**src/pkg/crc_params.svh**
```systemverilog
// Constants for the programmable CRC generator: widths, depths and reset values.
`ifndef CRC_PARAMS_SVH
`define CRC_PARAMS_SVH

`define CRC_WORD_W 32
`define CRC_HALF_W 16
`define CRC_FIELD_W 5
`define CRC_PTR_W 4
`define CRC_CNT_W 5
`define CRC_BITS_W 6
`define CRC_FIFO_SLOTS 16
`define CRC_DEPTH_WIDE 5'h04
`define CRC_DEPTH_MID 5'h08
`define CRC_DEPTH_NARROW 5'h10
`define CRC_WIDE_MIN 5'h10
`define CRC_MID_MIN 5'h08
`define CRC_BITS_PER_CYCLE 6'h02
`define CRC_RST_WORD 32'h0000_0000
`define CRC_RST_HALF 16'h0000
`define CRC_RST_CNT 5'h00
`define CRC_RST_PTR 4'h0
`define CRC_RST_BITS 6'h00
`define CRC_TERMS_FLOOR 32'hffff_fffe

`endif

```
**src/pkg/crc_pkg.sv**
```systemverilog
// Types shared by the CRC generator modules.
`include "crc_params.svh"
package crc_pkg;
  typedef logic [`CRC_WORD_W-1:0] word_t;
  typedef logic [`CRC_HALF_W-1:0] half_t;
  typedef logic [`CRC_CNT_W-1:0] count_t;
  // Shift engine states, one-hot.
  typedef enum logic [1:0] {
    ST_IDLE  = 2'b01,
    ST_SHIFT = 2'b10
  } state_t;
endpackage

```
**src/pkg/crc_fifo_if.sv**
```systemverilog
// Interface between the CRC engine and its data FIFO.
`timescale 1ns/10ps
interface crc_fifo_if;
  logic ce;                 // Clock enable; state freezes while low.
  logic clear;              // Empties the FIFO and zeroes the count.
  logic push;               // Stores push_data this cycle.
  crc_pkg::word_t push_data; // Word to store.
  logic pop;                // Drops the oldest word this cycle.
  crc_pkg::word_t pop_data; // Oldest word, valid while count is above zero.
  crc_pkg::count_t count;   // Number of stored words.
  modport engine (output ce, output clear, output push, output push_data, output pop, input pop_data, input count);
  modport store (input ce, input clear, input push, input push_data, input pop, output pop_data, output count);
endinterface

```
**src/rtl/programmable_crc_generator.sv**
```systemverilog
// Programmable CRC generator of up to 32 bits with input FIFO and two-bit-per-cycle engine.
`timescale 1ns/10ps
`include "crc_params.svh"

// Notes on behaviour
// - Polynomial order up to 32, field is length-1.
// - Set term bit enables XOR at that position.
// - x^0 always applied, lowest term reads zero.
// - Top term implicit at length 32.
// - Data width 1 to 32, field is width-1.
// - FIFO depth 4, 8 or 16 by width.
// - Narrow widths take a byte, upper bits ignored.
// - Count increments when width's top byte written.
// - Shift starts only with go set and words waiting.
// - Load word, decrement count, shift two bits.
// - Full flag at depth maximum.
// - Empty flag at zero count.
// - Module off empties FIFO, count zero.
// - MSB first by default, LSB first selectable.
// - Direction changes input order only.
// - Select 0: interrupt when count goes 1 to 0.
// - Select 1: interrupt on hardware go clear only.
// - Go clears itself when calculation completes.
// - Module off resets engine, result, high data.
module programmable_crc_generator (
  input wire logic clk_i,                      // Clock, 100 MHz.
  input wire logic rst_n_i,                    // Asynchronous reset, active low.
  input wire logic ce_i,                       // Clock enable; all state holds while low.
  input wire logic module_on_i,                // Module enable level.
  input wire logic lsb_first_select_i,         // Data shifted in LSB first when high.
  input wire logic irq_condition_select_i,     // Interrupt condition select.
  input wire logic [4:0] poly_length_field_i,  // Polynomial length minus one.
  input wire logic [4:0] data_width_field_i,   // Data width minus one.
  input wire logic [15:0] poly_terms_low_i,    // Term enables x^15..x^1, bit 0 unused.
  input wire logic [15:0] poly_terms_high_i,   // Term enables x^31..x^16.
  output logic [15:0] poly_terms_low_rd_o,     // Low term enables as read back.
  input wire logic shift_go_set_i,             // Software pulse that sets go.
  input wire logic shift_go_clr_i,             // Software pulse that clears go.
  output logic shift_go_o,                     // Go bit.
  input wire logic data_input_low_wr_i,        // Write pulse to the low data half.
  input wire logic data_input_high_wr_i,       // Write pulse to the high data half.
  input wire logic [1:0] data_be_i,            // Byte enables of a data write.
  input wire logic [15:0] data_wdata_i,        // Data write value.
  input wire logic result_low_wr_i,            // Write pulse to the low result half.
  input wire logic result_high_wr_i,           // Write pulse to the high result half.
  input wire logic [15:0] result_wdata_i,      // Result write value.
  output logic [31:0] result_pair_o,           // Running CRC value.
  output logic [4:0] valid_word_count_o,       // Words waiting in the FIFO.
  output logic fifo_full_flag_o,               // FIFO at depth maximum.
  output logic fifo_empty_flag_o,              // FIFO holds no word.
  output logic irq_o                           // Interrupt pulse, one cycle.
);
  crc_fifo_if fif ();

  crc_pkg::state_t state_r, state_nxt;   // Shift engine state.
  crc_pkg::word_t buf_r, buf_nxt;        // Shift buffer.
  logic [`CRC_BITS_W-1:0] bits_r, bits_nxt; // Bits left in the buffer.
  crc_pkg::word_t crc_r, crc_nxt;        // Running CRC.
  logic go_r, go_nxt;                    // Go bit.
  logic irq_r, irq_nxt;                  // Interrupt pulse register.
  crc_pkg::half_t dlow_r, dlow_nxt;      // Low data half.
  crc_pkg::half_t dhigh_r, dhigh_nxt;    // High data half.
  crc_pkg::count_t depth;                // Depth for the current width.
  crc_pkg::word_t width_mask;            // Ones over the data width.
  crc_pkg::word_t len_mask;              // Ones over the polynomial length.
  crc_pkg::word_t poly;                  // Effective feedback taps.
  crc_pkg::word_t crc_step;              // CRC after this cycle's shifts.
  crc_pkg::word_t buf_step;              // Buffer after this cycle's shifts.
  logic [`CRC_BITS_W-1:0] nsteps;        // Bits shifted this cycle.
  logic push_req;                        // A data write completed a word.
  logic push_ok;                         // That word fits in the FIFO.
  logic pop;                             // Engine takes a word this cycle.
  logic hw_done;                         // Engine finished with FIFO empty.

  crc_fifo u_fifo (
    .clk_i(clk_i),
    .rst_n_i(rst_n_i),
    .fif(fif)
  );

  // Depth chosen by width field: wide, middle or narrow words.
  always_comb begin
    if (data_width_field_i >= `CRC_WIDE_MIN) begin
      depth = `CRC_DEPTH_WIDE;
    end else if (data_width_field_i >= `CRC_MID_MIN) begin
      depth = `CRC_DEPTH_MID;
    end else begin
      depth = `CRC_DEPTH_NARROW;
    end
  end

  // Masks and taps; bit 0 is always a tap and the top term is implied.
  assign width_mask = ~(`CRC_TERMS_FLOOR << data_width_field_i);
  assign len_mask = ~(`CRC_TERMS_FLOOR << poly_length_field_i);
  assign poly = {poly_terms_high_i, poly_terms_low_i[15:1], 1'b1} & len_mask;
  assign poly_terms_low_rd_o = {poly_terms_low_i[15:1], 1'b0};

  // Data halves; a write to the byte holding the width's top bit pushes the word.
  always_comb begin
    dlow_nxt = dlow_r;
    dhigh_nxt = dhigh_r;
    push_req = 1'b0;
    if (data_input_low_wr_i) begin
      if (data_be_i[0]) begin
        dlow_nxt[7:0] = data_wdata_i[7:0];
      end
      if (data_be_i[1]) begin
        dlow_nxt[15:8] = data_wdata_i[15:8];
      end
    end
    if (data_input_high_wr_i) begin
      if (data_be_i[0]) begin
        dhigh_nxt[7:0] = data_wdata_i[7:0];
      end
      if (data_be_i[1]) begin
        dhigh_nxt[15:8] = data_wdata_i[15:8];
      end
    end
    unique case (data_width_field_i[4:3])
      2'h0: push_req = data_input_low_wr_i && data_be_i[0];
      2'h1: push_req = data_input_low_wr_i && data_be_i[1];
      2'h2: push_req = data_input_high_wr_i && data_be_i[0];
      2'h3: push_req = data_input_high_wr_i && data_be_i[1];
    endcase
    if (!module_on_i) begin
      dhigh_nxt = `CRC_RST_HALF;
      push_req = 1'b0;
    end
  end

  // A word is accepted only while there is room, or a word leaves this cycle.
  assign push_ok = push_req && ((fif.count < depth) || pop);
  assign fif.ce = ce_i;
  assign fif.clear = !module_on_i;
  assign fif.push = push_ok;
  assign fif.push_data = {dhigh_nxt, dlow_nxt} & width_mask;
  assign fif.pop = pop;

  // Two serial CRC steps over the buffer, in the selected order.
  always_comb begin
    crc_pkg::word_t c;
    crc_pkg::word_t b;
    logic din;
    logic fb;
    c = crc_r;
    b = buf_r;
    din = 1'b0;
    fb = 1'b0;
    nsteps = (bits_r >= `CRC_BITS_PER_CYCLE) ? `CRC_BITS_PER_CYCLE : bits_r;
    for (int k = 0; k < 2; k++) begin
      if (k < int'(nsteps)) begin
        din = lsb_first_select_i ? b[0] : b[data_width_field_i];
        b = lsb_first_select_i ? (b >> 1) : (b << 1);
        fb = c[poly_length_field_i] ^ din;
        c = (c << 1) & len_mask;
        if (fb) begin
          c = c ^ poly;
        end
      end
    end
    crc_step = c;
    buf_step = b;
  end

  // Engine sequencing, go bit, result writes and interrupt selection.
  always_comb begin
    state_nxt = state_r;
    buf_nxt = buf_r;
    bits_nxt = bits_r;
    crc_nxt = crc_r;
    go_nxt = go_r;
    irq_nxt = 1'b0;
    pop = 1'b0;
    hw_done = 1'b0;
    unique case (state_r)
      crc_pkg::ST_IDLE: begin
        if (go_r && (fif.count != `CRC_RST_CNT)) begin
          pop = 1'b1;
          buf_nxt = fif.pop_data;
          bits_nxt = {1'b0, data_width_field_i} + 6'h01;
          state_nxt = crc_pkg::ST_SHIFT;
        end
      end
      crc_pkg::ST_SHIFT: begin
        crc_nxt = crc_step;
        buf_nxt = buf_step;
        bits_nxt = bits_r - nsteps;
        if (bits_r <= `CRC_BITS_PER_CYCLE) begin
          state_nxt = crc_pkg::ST_IDLE;
          if (go_r && (fif.count == `CRC_RST_CNT) && !push_ok) begin
            hw_done = 1'b1;
            go_nxt = 1'b0;
          end
        end
      end
    endcase
    // Software result writes win over the engine in the same cycle.
    if (result_low_wr_i) begin
      crc_nxt[15:0] = result_wdata_i;
    end
    if (result_high_wr_i) begin
      crc_nxt[31:16] = result_wdata_i;
    end
    // A software set wins over any clear in the same cycle.
    if (shift_go_clr_i) begin
      go_nxt = 1'b0;
    end
    if (shift_go_set_i) begin
      go_nxt = 1'b1;
    end
    if (irq_condition_select_i) begin
      irq_nxt = hw_done;
    end else begin
      irq_nxt = pop && (fif.count == 5'h01) && !push_ok;
    end
    if (!module_on_i) begin
      state_nxt = crc_pkg::ST_IDLE;
      buf_nxt = `CRC_RST_WORD;
      bits_nxt = `CRC_RST_BITS;
      crc_nxt = `CRC_RST_WORD;
      irq_nxt = 1'b0;
    end
  end

  // Registers all engine and data state.
  always_ff @(posedge clk_i or negedge rst_n_i) begin
    if (!rst_n_i) begin
      state_r <= crc_pkg::ST_IDLE;
      buf_r <= `CRC_RST_WORD;
      bits_r <= `CRC_RST_BITS;
      crc_r <= `CRC_RST_WORD;
      go_r <= 1'b0;
      irq_r <= 1'b0;
      dlow_r <= `CRC_RST_HALF;
      dhigh_r <= `CRC_RST_HALF;
    end else if (ce_i) begin
      state_r <= state_nxt;
      buf_r <= buf_nxt;
      bits_r <= bits_nxt;
      crc_r <= crc_nxt;
      go_r <= go_nxt;
      irq_r <= irq_nxt;
      dlow_r <= dlow_nxt;
      dhigh_r <= dhigh_nxt;
    end
  end

  // Status outputs.
  assign shift_go_o = go_r;
  assign result_pair_o = crc_r;
  assign irq_o = irq_r;
  assign valid_word_count_o = fif.count;
  assign fifo_full_flag_o = (fif.count >= depth);
  assign fifo_empty_flag_o = (fif.count == `CRC_RST_CNT);
endmodule

```
**src/rtl/crc_fifo.sv**
```systemverilog
// Data FIFO of the CRC generator: a ring of sixteen words with a live count.
`timescale 1ns/10ps
`include "crc_params.svh"
module crc_fifo (
  input wire logic clk_i,   // Clock.
  input wire logic rst_n_i, // Asynchronous reset, active low.
  crc_fifo_if.store fif     // Engine side.
);
  crc_pkg::word_t mem_r [`CRC_FIFO_SLOTS]; // Word storage.
  logic [`CRC_PTR_W-1:0] wr_ptr_r, wr_ptr_nxt; // Next slot to fill.
  logic [`CRC_PTR_W-1:0] rd_ptr_r, rd_ptr_nxt; // Oldest slot.
  crc_pkg::count_t cnt_r, cnt_nxt; // Stored word count.

  assign fif.pop_data = mem_r[rd_ptr_r];
  assign fif.count = cnt_r;

  // Pointer and count update; the depth limit is enforced by the engine.
  always_comb begin
    wr_ptr_nxt = wr_ptr_r;
    rd_ptr_nxt = rd_ptr_r;
    cnt_nxt = cnt_r;
    if (fif.clear) begin
      wr_ptr_nxt = `CRC_RST_PTR;
      rd_ptr_nxt = `CRC_RST_PTR;
      cnt_nxt = `CRC_RST_CNT;
    end else begin
      if (fif.push) begin
        wr_ptr_nxt = wr_ptr_r + 4'h1;
      end
      if (fif.pop) begin
        rd_ptr_nxt = rd_ptr_r + 4'h1;
      end
      cnt_nxt = cnt_r + {4'h0, fif.push} - {4'h0, fif.pop};
    end
  end

  // Registers the pointers and count.
  always_ff @(posedge clk_i or negedge rst_n_i) begin
    if (!rst_n_i) begin
      wr_ptr_r <= `CRC_RST_PTR;
      rd_ptr_r <= `CRC_RST_PTR;
      cnt_r <= `CRC_RST_CNT;
    end else if (fif.ce) begin
      wr_ptr_r <= wr_ptr_nxt;
      rd_ptr_r <= rd_ptr_nxt;
      cnt_r <= cnt_nxt;
    end
  end

  // Storage array; written only on an accepted push.
  always_ff @(posedge clk_i) begin
    if (fif.ce && fif.push && !fif.clear) begin
      mem_r[wr_ptr_r] <= fif.push_data;
    end
  end
endmodule

```
**config.mk**
```make
export PLATFORM = sky130hd
export DESIGN_NAME = programmable_crc_generator
export DESIGN_NICKNAME = d
export VERILOG_FILES = /design/src/pkg/crc_pkg.sv /design/src/pkg/crc_fifo_if.sv /design/src/rtl/programmable_crc_generator.sv /design/src/rtl/crc_fifo.sv
export VERILOG_INCLUDE_DIRS = /design/src /design/src/pkg
export SDC_FILE = /design/constraint.sdc
export NUM_CORES = 1
export LEC_CHECK = 0
export ABC_AREA = 1
export BUFFER_PORTS_ARGS = -buffer_cell sky130_fd_sc_hd__clkbuf_2
export CORE_MARGIN = 2
export CORE_UTILIZATION = 58
export CTS_CLUSTER_SIZE = 30
export DETAILED_ROUTE_END_ITERATION = 7
export GPL_ROUTABILITY_DRIVEN = 0
export PLACE_DENSITY = 0.76
export SLEW_MARGIN = 15
export SYNTH_ARGS = -nofsm -noshare
export SYNTH_HDL_FRONTEND = slang
export SYNTH_HIERARCHICAL = 1
export SYNTH_SLANG_ARGS = --single-unit
```
**constraint.sdc**
```tcl
create_clock -name clk_i -period 4.9 [get_ports clk_i]
set_clock_uncertainty 0.1 [all_clocks]
set_input_delay 0.98 -clock clk_i [delete_from_list [all_inputs] [get_ports clk_i]]
set_output_delay 0.98 -clock clk_i [all_outputs]
set_load 0.01 [all_outputs]
```
# Word level (Yosys, flattened, before mapping)
# Memories as Yosys holds them, arrays and structs flattened.
# Index checks and enable logic that the tools add are counted.
# Widths: inputs -> output; s select.
[totals]
ff_bits = 119
ramBits = 512
in_bits = 88
out_inout_bits = 57
wordCells = 143
n_memories = 1
[classes]
add_sub_neg = 6
n_lt_le_gt_ge = 10
eq_ne = 12
shifts = 2
muxes = 63
bitwise = 10
n_reduce_logical = 27
[mem_list]
columns = ["memory", "words", "width", "read_ports", "rd_clocked_by_memory_dff", "wr", "line_no", "source"]
rows = [
  ["u_fifo.mem_r", 16, 32, 1, 0, 1, "crc_fifo.sv:9", "crc_pkg::word_t mem_r [`CRC_FIFO_SLOTS];"],
]
[ops]
columns = ["operator", "count"]
rows = [
  ["$mux 32", 12],
  ["$and 32x32->32", 4],
  ["$mux 16", 5],
  ["$not 32->32", 2],
  ["$pmux 32 s2", 1],
  ["$shl 32x5->32 const A", 2],
  ["$xor 32x32->32", 2],
  ["$mux 8", 4],
  ["$mux 1", 21],
  ["$bmux 1 s5", 4],
  ["$mux 6", 3],
  ["$mux 4", 4],
  ["$mux 5", 3],
  ["$logic_and 1x1->1", 12],
  ["$lt 1x6->1 const A", 2],
  ["$lt 5x6->1 const B", 2],
  ["$pmux 6 s2", 1],
  ["$reduce_and 2->1", 5],
  ["$reduce_bool 3->1", 3],
  ["$add 4x1->4 const B", 2],
  ["$add 5x1->6 const B", 1],
  ["$eq 2x2->1 const B", 3],
  ["$ge 6x2->1 const B", 1],
  ["$le 6x2->1 const B", 1],
  ["other kinds (23)", 30],
]

# Depth between registers and ports, before layout
[depth]
word_depth = 14
ltp_mapped = 32

# By module
# Netlist, hierarchy kept.
[modules_own_cells]
columns = ["module", "n_inst", "cells_per_inst", "area_per_inst_um2"]
rows = [
  ["crc_fifo", 1, 2181, 22868.2],
  ["programmable_crc_generator", 1, 1897, 11315.9],
]

# Least setup slack after synthesis
# No wires, ideal clock.
[synth_path]
path_kind = "in2reg"
startpoint = "input data_width_field_i[3]"
endpoint = "memory u_fifo/mem_r[11][0] (netlist name), enable pin"
setup_ns = 0.421
arrival_ns = 3.925
slack_ns = 0.454
stages = 13
n_path_buf = 1
path_cell_list = "buf_4 inv_1 nor2_1 inv_1 ha_1 a31oi_1 a21o_1 nand4_1 inv_1 nand2_1 inv_1 nand2_1 nor2_1"
[synth_via]
elab_chain_len = 10
[synth_lines]
columns = ["item", "line_no", "source"]
rows = [
  ["start: declaration", "programmable_crc_generator.sv:33", "input wire logic [4:0] data_width_field_i,"],
  ["$ge 5x4->1 (no line)", "--", ""],
  ["$mux 5", "programmable_crc_generator.sv:85", "end else if (data_width_field_i >= `CRC_MID_MIN) begin"],
  ["$mux 5", "programmable_crc_generator.sv:83", "if (data_width_field_i >= `CRC_WIDE_MIN) begin"],
  ["$lt 5x5->1", "programmable_crc_generator.sv:132", "assign push_ok = push_req && ((fif.count < depth) || pop);"],
  ["$logic_or 1x1->1", "programmable_crc_generator.sv:132", ""],
  ["$logic_and 1x1->1 (*)", "programmable_crc_generator.sv:132", ""],
  ["named net fif.push", "crc_fifo_if.sv:6", "logic push;"],
  ["$logic_and 1x1->1 (*) (2 in a row)", "crc_fifo.sv:52", "if (fif.ce && fif.push && !fif.clear) begin"],
  ["$mux 1 (*)", "crc_fifo.sv:52", ""],
  ["$mux 1 (implied by the code) (*)", "crc_fifo.sv:53", "mem_r[wr_ptr_r] <= fif.push_data;"],
  ["end: declaration", "crc_fifo.sv:9", ""],
]
# The timed path passes the listed nets; every way through them passes the cells marked *.

# Worst setup path after layout
[layout_path]
startpoint = "input data_width_field_i[3]"
endpoint = "register crc_r[22] (netlist: result_pair_o[22])"
[layout_via]
elab_chain_len = 14
[layout_lines]
columns = ["item", "line_no", "source"]
rows = [
  ["$bmux 1 s5", "programmable_crc_generator.sv:152", "din = lsb_first_select_i ? b[0] : b[data_width_field_i];"],
  ["$mux 1 (implied by the code)", "programmable_crc_generator.sv:152", ""],
  ["$mux 1", "programmable_crc_generator.sv:152", ""],
  ["$xor 1x1->1", "programmable_crc_generator.sv:154", "fb = c[poly_length_field_i] ^ din;"],
  ["$mux 32", "programmable_crc_generator.sv:156", "if (fb) begin"],
  ["$mux 32", "programmable_crc_generator.sv:151", "if (k < int'(nsteps)) begin"],
  ["$bmux 1 s5", "programmable_crc_generator.sv:154", ""],
  ["$mux 1 (implied by the code)", "programmable_crc_generator.sv:154", ""],
  ["$xor 1x1->1", "programmable_crc_generator.sv:154", ""],
  ["$mux 32", "programmable_crc_generator.sv:156", ""],
  ["$mux 32 (*)", "programmable_crc_generator.sv:151", ""],
  ["$mux 32 (*)", "programmable_crc_generator.sv:175", "unique case (state_r)"],
  ["$mux 16 (*)", "programmable_crc_generator.sv:201", "if (result_high_wr_i) begin"],
  ["$mux 32 (*)", "programmable_crc_generator.sv:216", "if (!module_on_i) begin"],
  ["end signal: assignment", "programmable_crc_generator.sv:231", "crc_r <= `CRC_RST_WORD;"],
  ["end signal: assignment", "programmable_crc_generator.sv:240", "crc_r <= crc_nxt;"],
  ["end: declaration", "programmable_crc_generator.sv:58", "crc_pkg::word_t crc_r, crc_nxt;"],
]
# Mark *: on every way between the ends. The rest lies on a longest branch, timed or not. The select of a mux whose other input is x is not followed.
# A chain may end at the register's enable or synchronous reset.

==> results.toml <==
[sta]
fin_setup_tns_ns = 0
slew_headroom_pct = 21.2
grt_setup_unrepaired = "no"
tightestPinTransition_ns = 1.18
slew_violations = 0
timing.fmax_ghz = 0.247
timing.final.setup_violations = 0
final.min_clock_period_ns = 4.05
final_min_period_over_clock_period_pct = 82.7
post-route-worst-setup-slack_ns = 0.846
finalHoldViolCount = 0

[logic_synthesis]
synth.most_common_cell = "sky130_fd_sc_hd__nand2_1"
synth_top_area_share_pct = 45.0
post_synth_main_area_contributors = "sky130_fd_sc_hd__edfxtp_1 45%, sky130_fd_sc_hd__nand2_1 15%, sky130_fd_sc_hd__dfrtp_1 8.6%"
ys_seq_area_share_pct = 53.7
nets_in_the_synthesized_netlist = 4185
synthesis.instances = 4078
ys.warnings.count = 6
syn-cell-area_um2 = 34200
yosys-top-cells-count = "1,322 x sky130_fd_sc_hd__nand2_1, 591 x sky130_fd_sc_hd__inv_1, 567 x sky130_fd_sc_hd__nand3_1, 512 x sky130_fd_sc_hd__edfxtp_1, 151 x sky130_fd_sc_hd__o21ai_0"
post-synth-top-area-cell = "sky130_fd_sc_hd__edfxtp_1"
synth-seq-cells = 631
async_reset_ff_share_pct = 18.9
synth_enable_flop_cells = 512
postSynth.topFlopCell = "sky130_fd_sc_hd__edfxtp_1"
post_synth_num_cell_types = 57
avg_synthesized_cell_area_um2 = 8.38

[floorplan]
placementRows = 88
chip_height_um = 247
core_area_um2 = 58000
floorplan.io_pins = 145
die-width_um = 247
floorplan.initialDensity_pct = 58.9
overall_die_area_um2 = 60900

[power]
sequential_fraction_of_design_power_pct = 36.7
power_density_nw_per_um2 = 461
clockPowerShare_pct = 31.3
p_int_mw = 11.1
switching_power_mw = 6.45
static-leakage-power_nw = 17.4
switching_portion_of_total_power_pct = 36.7
ir_worst_vdd_mv = 0.353
share_comb_of_total_power_pct = 32.0

[run]
maxCapViolCount = 0

[setup_path]
crit_slowest_cell = "sky130_fd_sc_hd__nor2_2"
critical_path.endpoint_type = "flip-flop"
reg2reg_depth = 20
critPathMaxStageDelay_ns = 0.45
critical-path-top-cell-by-count = "sky130_fd_sc_hd__nand2_1"
cp-start-kind = "input port"
setup.worst_path.class = "in2reg"
worst_path_required_ns = 5.29
critical_path_arrival_ns = 4.44
path_max_fanout = 27

[route]
detail_route.first_pass.iterations = 8
detail_route.iter0.violations = 3138
vias_per_cell = 5.74
route.detailed.wl_per_inst_um = 19.5
drc_errors = 0
drt-total-wl_um = 96700
num_vias = 28500
final_antenna_net_count = 0

[clock_network]
cts.sinks = 631
cts_buffers = 69
cts_max_path_buffers = 3
post_cts_resized = 0
ctsHtreeMaxLevel = 3
cts.clk_slew.worst_paths_ns = 0.06
clk_root_buffer_cell = "sky130_fd_sc_hd__clkbuf_16"
tritoncts = "done"
insertion_delay_ns = 0.63
post-cts-setup-buffer-count = 0
hold_buffers = 0

[place]
detailedPlace.worstSlack_ns = 0.380
port_buffers = 142
dp_hpwl_um = 57500

[global_routing]
largest_net_degree_at_the_start_of_global_routing = 165
grt_first_pass_wirelength_um = 149000
number_of_antenna_violations_at_the_first_check_in_global_routing = 0
globalRoute.totalOverflow = 0
first_global_vias = 26700
grt_util_all_layers_pct = 31.9

[worst_hold_path]
class_of_the_most_critical_hold_timing_path = "in2async"

[finish]
nets = 4251
syn2layout_area_growth_pct = 11.5
layout.filler_cells = 4502
diodes = 0
drive_above_1_share_pct = 9.91
finalCoreUtilization_pct = 65.7

[run_status]
outcome = "finished clean"
## routing by layer
metal | part of all wire [%] | global-route usage [%] | vias to the layer above | wire length [um]
li1 | - | - | 13400 | -
met3 | 9.7 | 5.40 | 310 | 9360
met4 | 5.6 | 17.0 | 0 | 5430
met1 | 38 | 41.5 | 13200 | 37000
met5 | 0 | 0 | - | 0
met2 | 46 | 51.4 | 1606 | 44800
## layout by cell type, fill, tap and decap left out, types with 7 or more instances in the layout
master	n
sky130_fd_sc_hd__nand2_1	1321
sky130_fd_sc_hd__inv_1	589
sky130_fd_sc_hd__nand3_1	567
sky130_fd_sc_hd__edfxtp_1	512
sky130_fd_sc_hd__o21ai_0	151
sky130_fd_sc_hd__clkbuf_2	141
sky130_fd_sc_hd__nor2_1	117
sky130_fd_sc_hd__a21oi_1	116
sky130_fd_sc_hd__dfrtp_1	114
sky130_fd_sc_hd__clkbuf_16	70
sky130_fd_sc_hd__buf_4	67
sky130_fd_sc_hd__o211ai_1	56
sky130_fd_sc_hd__xnor2_1	45
sky130_fd_sc_hd__a22oi_1	28
sky130_fd_sc_hd__buf_12	26
sky130_fd_sc_hd__nor2_4	19
sky130_fd_sc_hd__ha_1	18
sky130_fd_sc_hd__nor3_1	17
sky130_fd_sc_hd__xor2_1	17
sky130_fd_sc_hd__clkbuf_1	17
sky130_fd_sc_hd__nand3_2	16
sky130_fd_sc_hd__nand4_1	13
sky130_fd_sc_hd__clkinv_1	13
sky130_fd_sc_hd__nand2_2	11
sky130_fd_sc_hd__o21ai_1	10
sky130_fd_sc_hd__bufinv_16	10
sky130_fd_sc_hd__a211oi_1	9
sky130_fd_sc_hd__mux2i_1	9
sky130_fd_sc_hd__a221oi_1	9
sky130_fd_sc_hd__clkinv_2	8
sky130_fd_sc_hd__inv_2	7
## critical path: cells and delay by family
kind,cells,cell delay [ns]
simple gates,22,2.45
buf+inv,5,0.97
## per-stage QoR
step	hold WS, ns	cell area, um2	total power [mW]	cells
3_3_place_gp	0.361	35700	11.9	4838
3_5_place_dp	0.369	35700	12.0	4838
4_1_cts	0.286	38100	17.5	4964
5_1_grt	0.311	38100	18.4	4964
6_report	0.279	38100	17.5	4964
2_1_floorplan	0.348	34200	10.6	4078
## worst paths after layout
kind | startpoint | endpoint | slack, ns
max | data_width_field_i[3] | result_pair_o[22] | 0.85
min | rst_n_i | result_pair_o[18] | 0.28
max reg2reg | bits_r[2] | result_pair_o[22] | 0.86
min reg2reg | dlow_r[0] | dlow_r[0] | 0.38
max in group asynchronous | rst_n_i | state_r[0] | 3.53
min in group clk_i | dlow_r[0] | dlow_r[0] | 0.38
## state kept, by name, summed over array words and instances (netlist names)
name and cells:
result_pair_o 32, irq_o 1, shift_go_o 1, dhigh_r 16, u_fifo/mem_r 512, u_fifo/fif.count 5, state_r 2, u_fifo/wr_ptr_r 4
buf_r 32, u_fifo/rd_ptr_r 4, bits_r 6, dlow_r 16
## logic make-up (layout without fill, tap and decap cells)
logic type	after synthesis	in the layout	synth area share [%]
flip-flops	631	631	53.7
AND/OR/NAND/NOR	2099	2099	25.9
other	2	2	0.0220
adder cells (fa/ha/maj)	19	19	0.717
buffers and inverters	844	965	10.8
multiplexers	9	9	0.264
AO/OA/AOI/OAI	412	412	7.09
XOR/XNOR	62	62	1.59
## power by group through the flow
stage | clock network (mW) | registers [mW] | logic, mW
finish | 5.50 | 6.44 | 5.61
floorplan | 0 | 6.45 | 4.14
detailed placement | 0 | 6.54 | 5.46
global route | 5.75 | 6.48 | 6.21
global placement | 0 | 6.53 | 5.35
CTS | 5.52 | 6.43 | 5.50
## layout make-up
class / instances / area [um2] / share of cell area, %
Clock buffer: 89 / 1840 / 4.84
Multi-Input combinational cell: 2603 / 12300 / 32.3
Sequential cell: 631 / 18400 / 48.2
Timing Repair Buffer: 235 / 1740 / 4.57
Tap cell: 765 / 957 / 2.51
Inverter: 604 / 2280 / 5.99
Clock inverter: 37 / 592 / 1.55
Note: power is estimated with default switching activity, not from simulation.
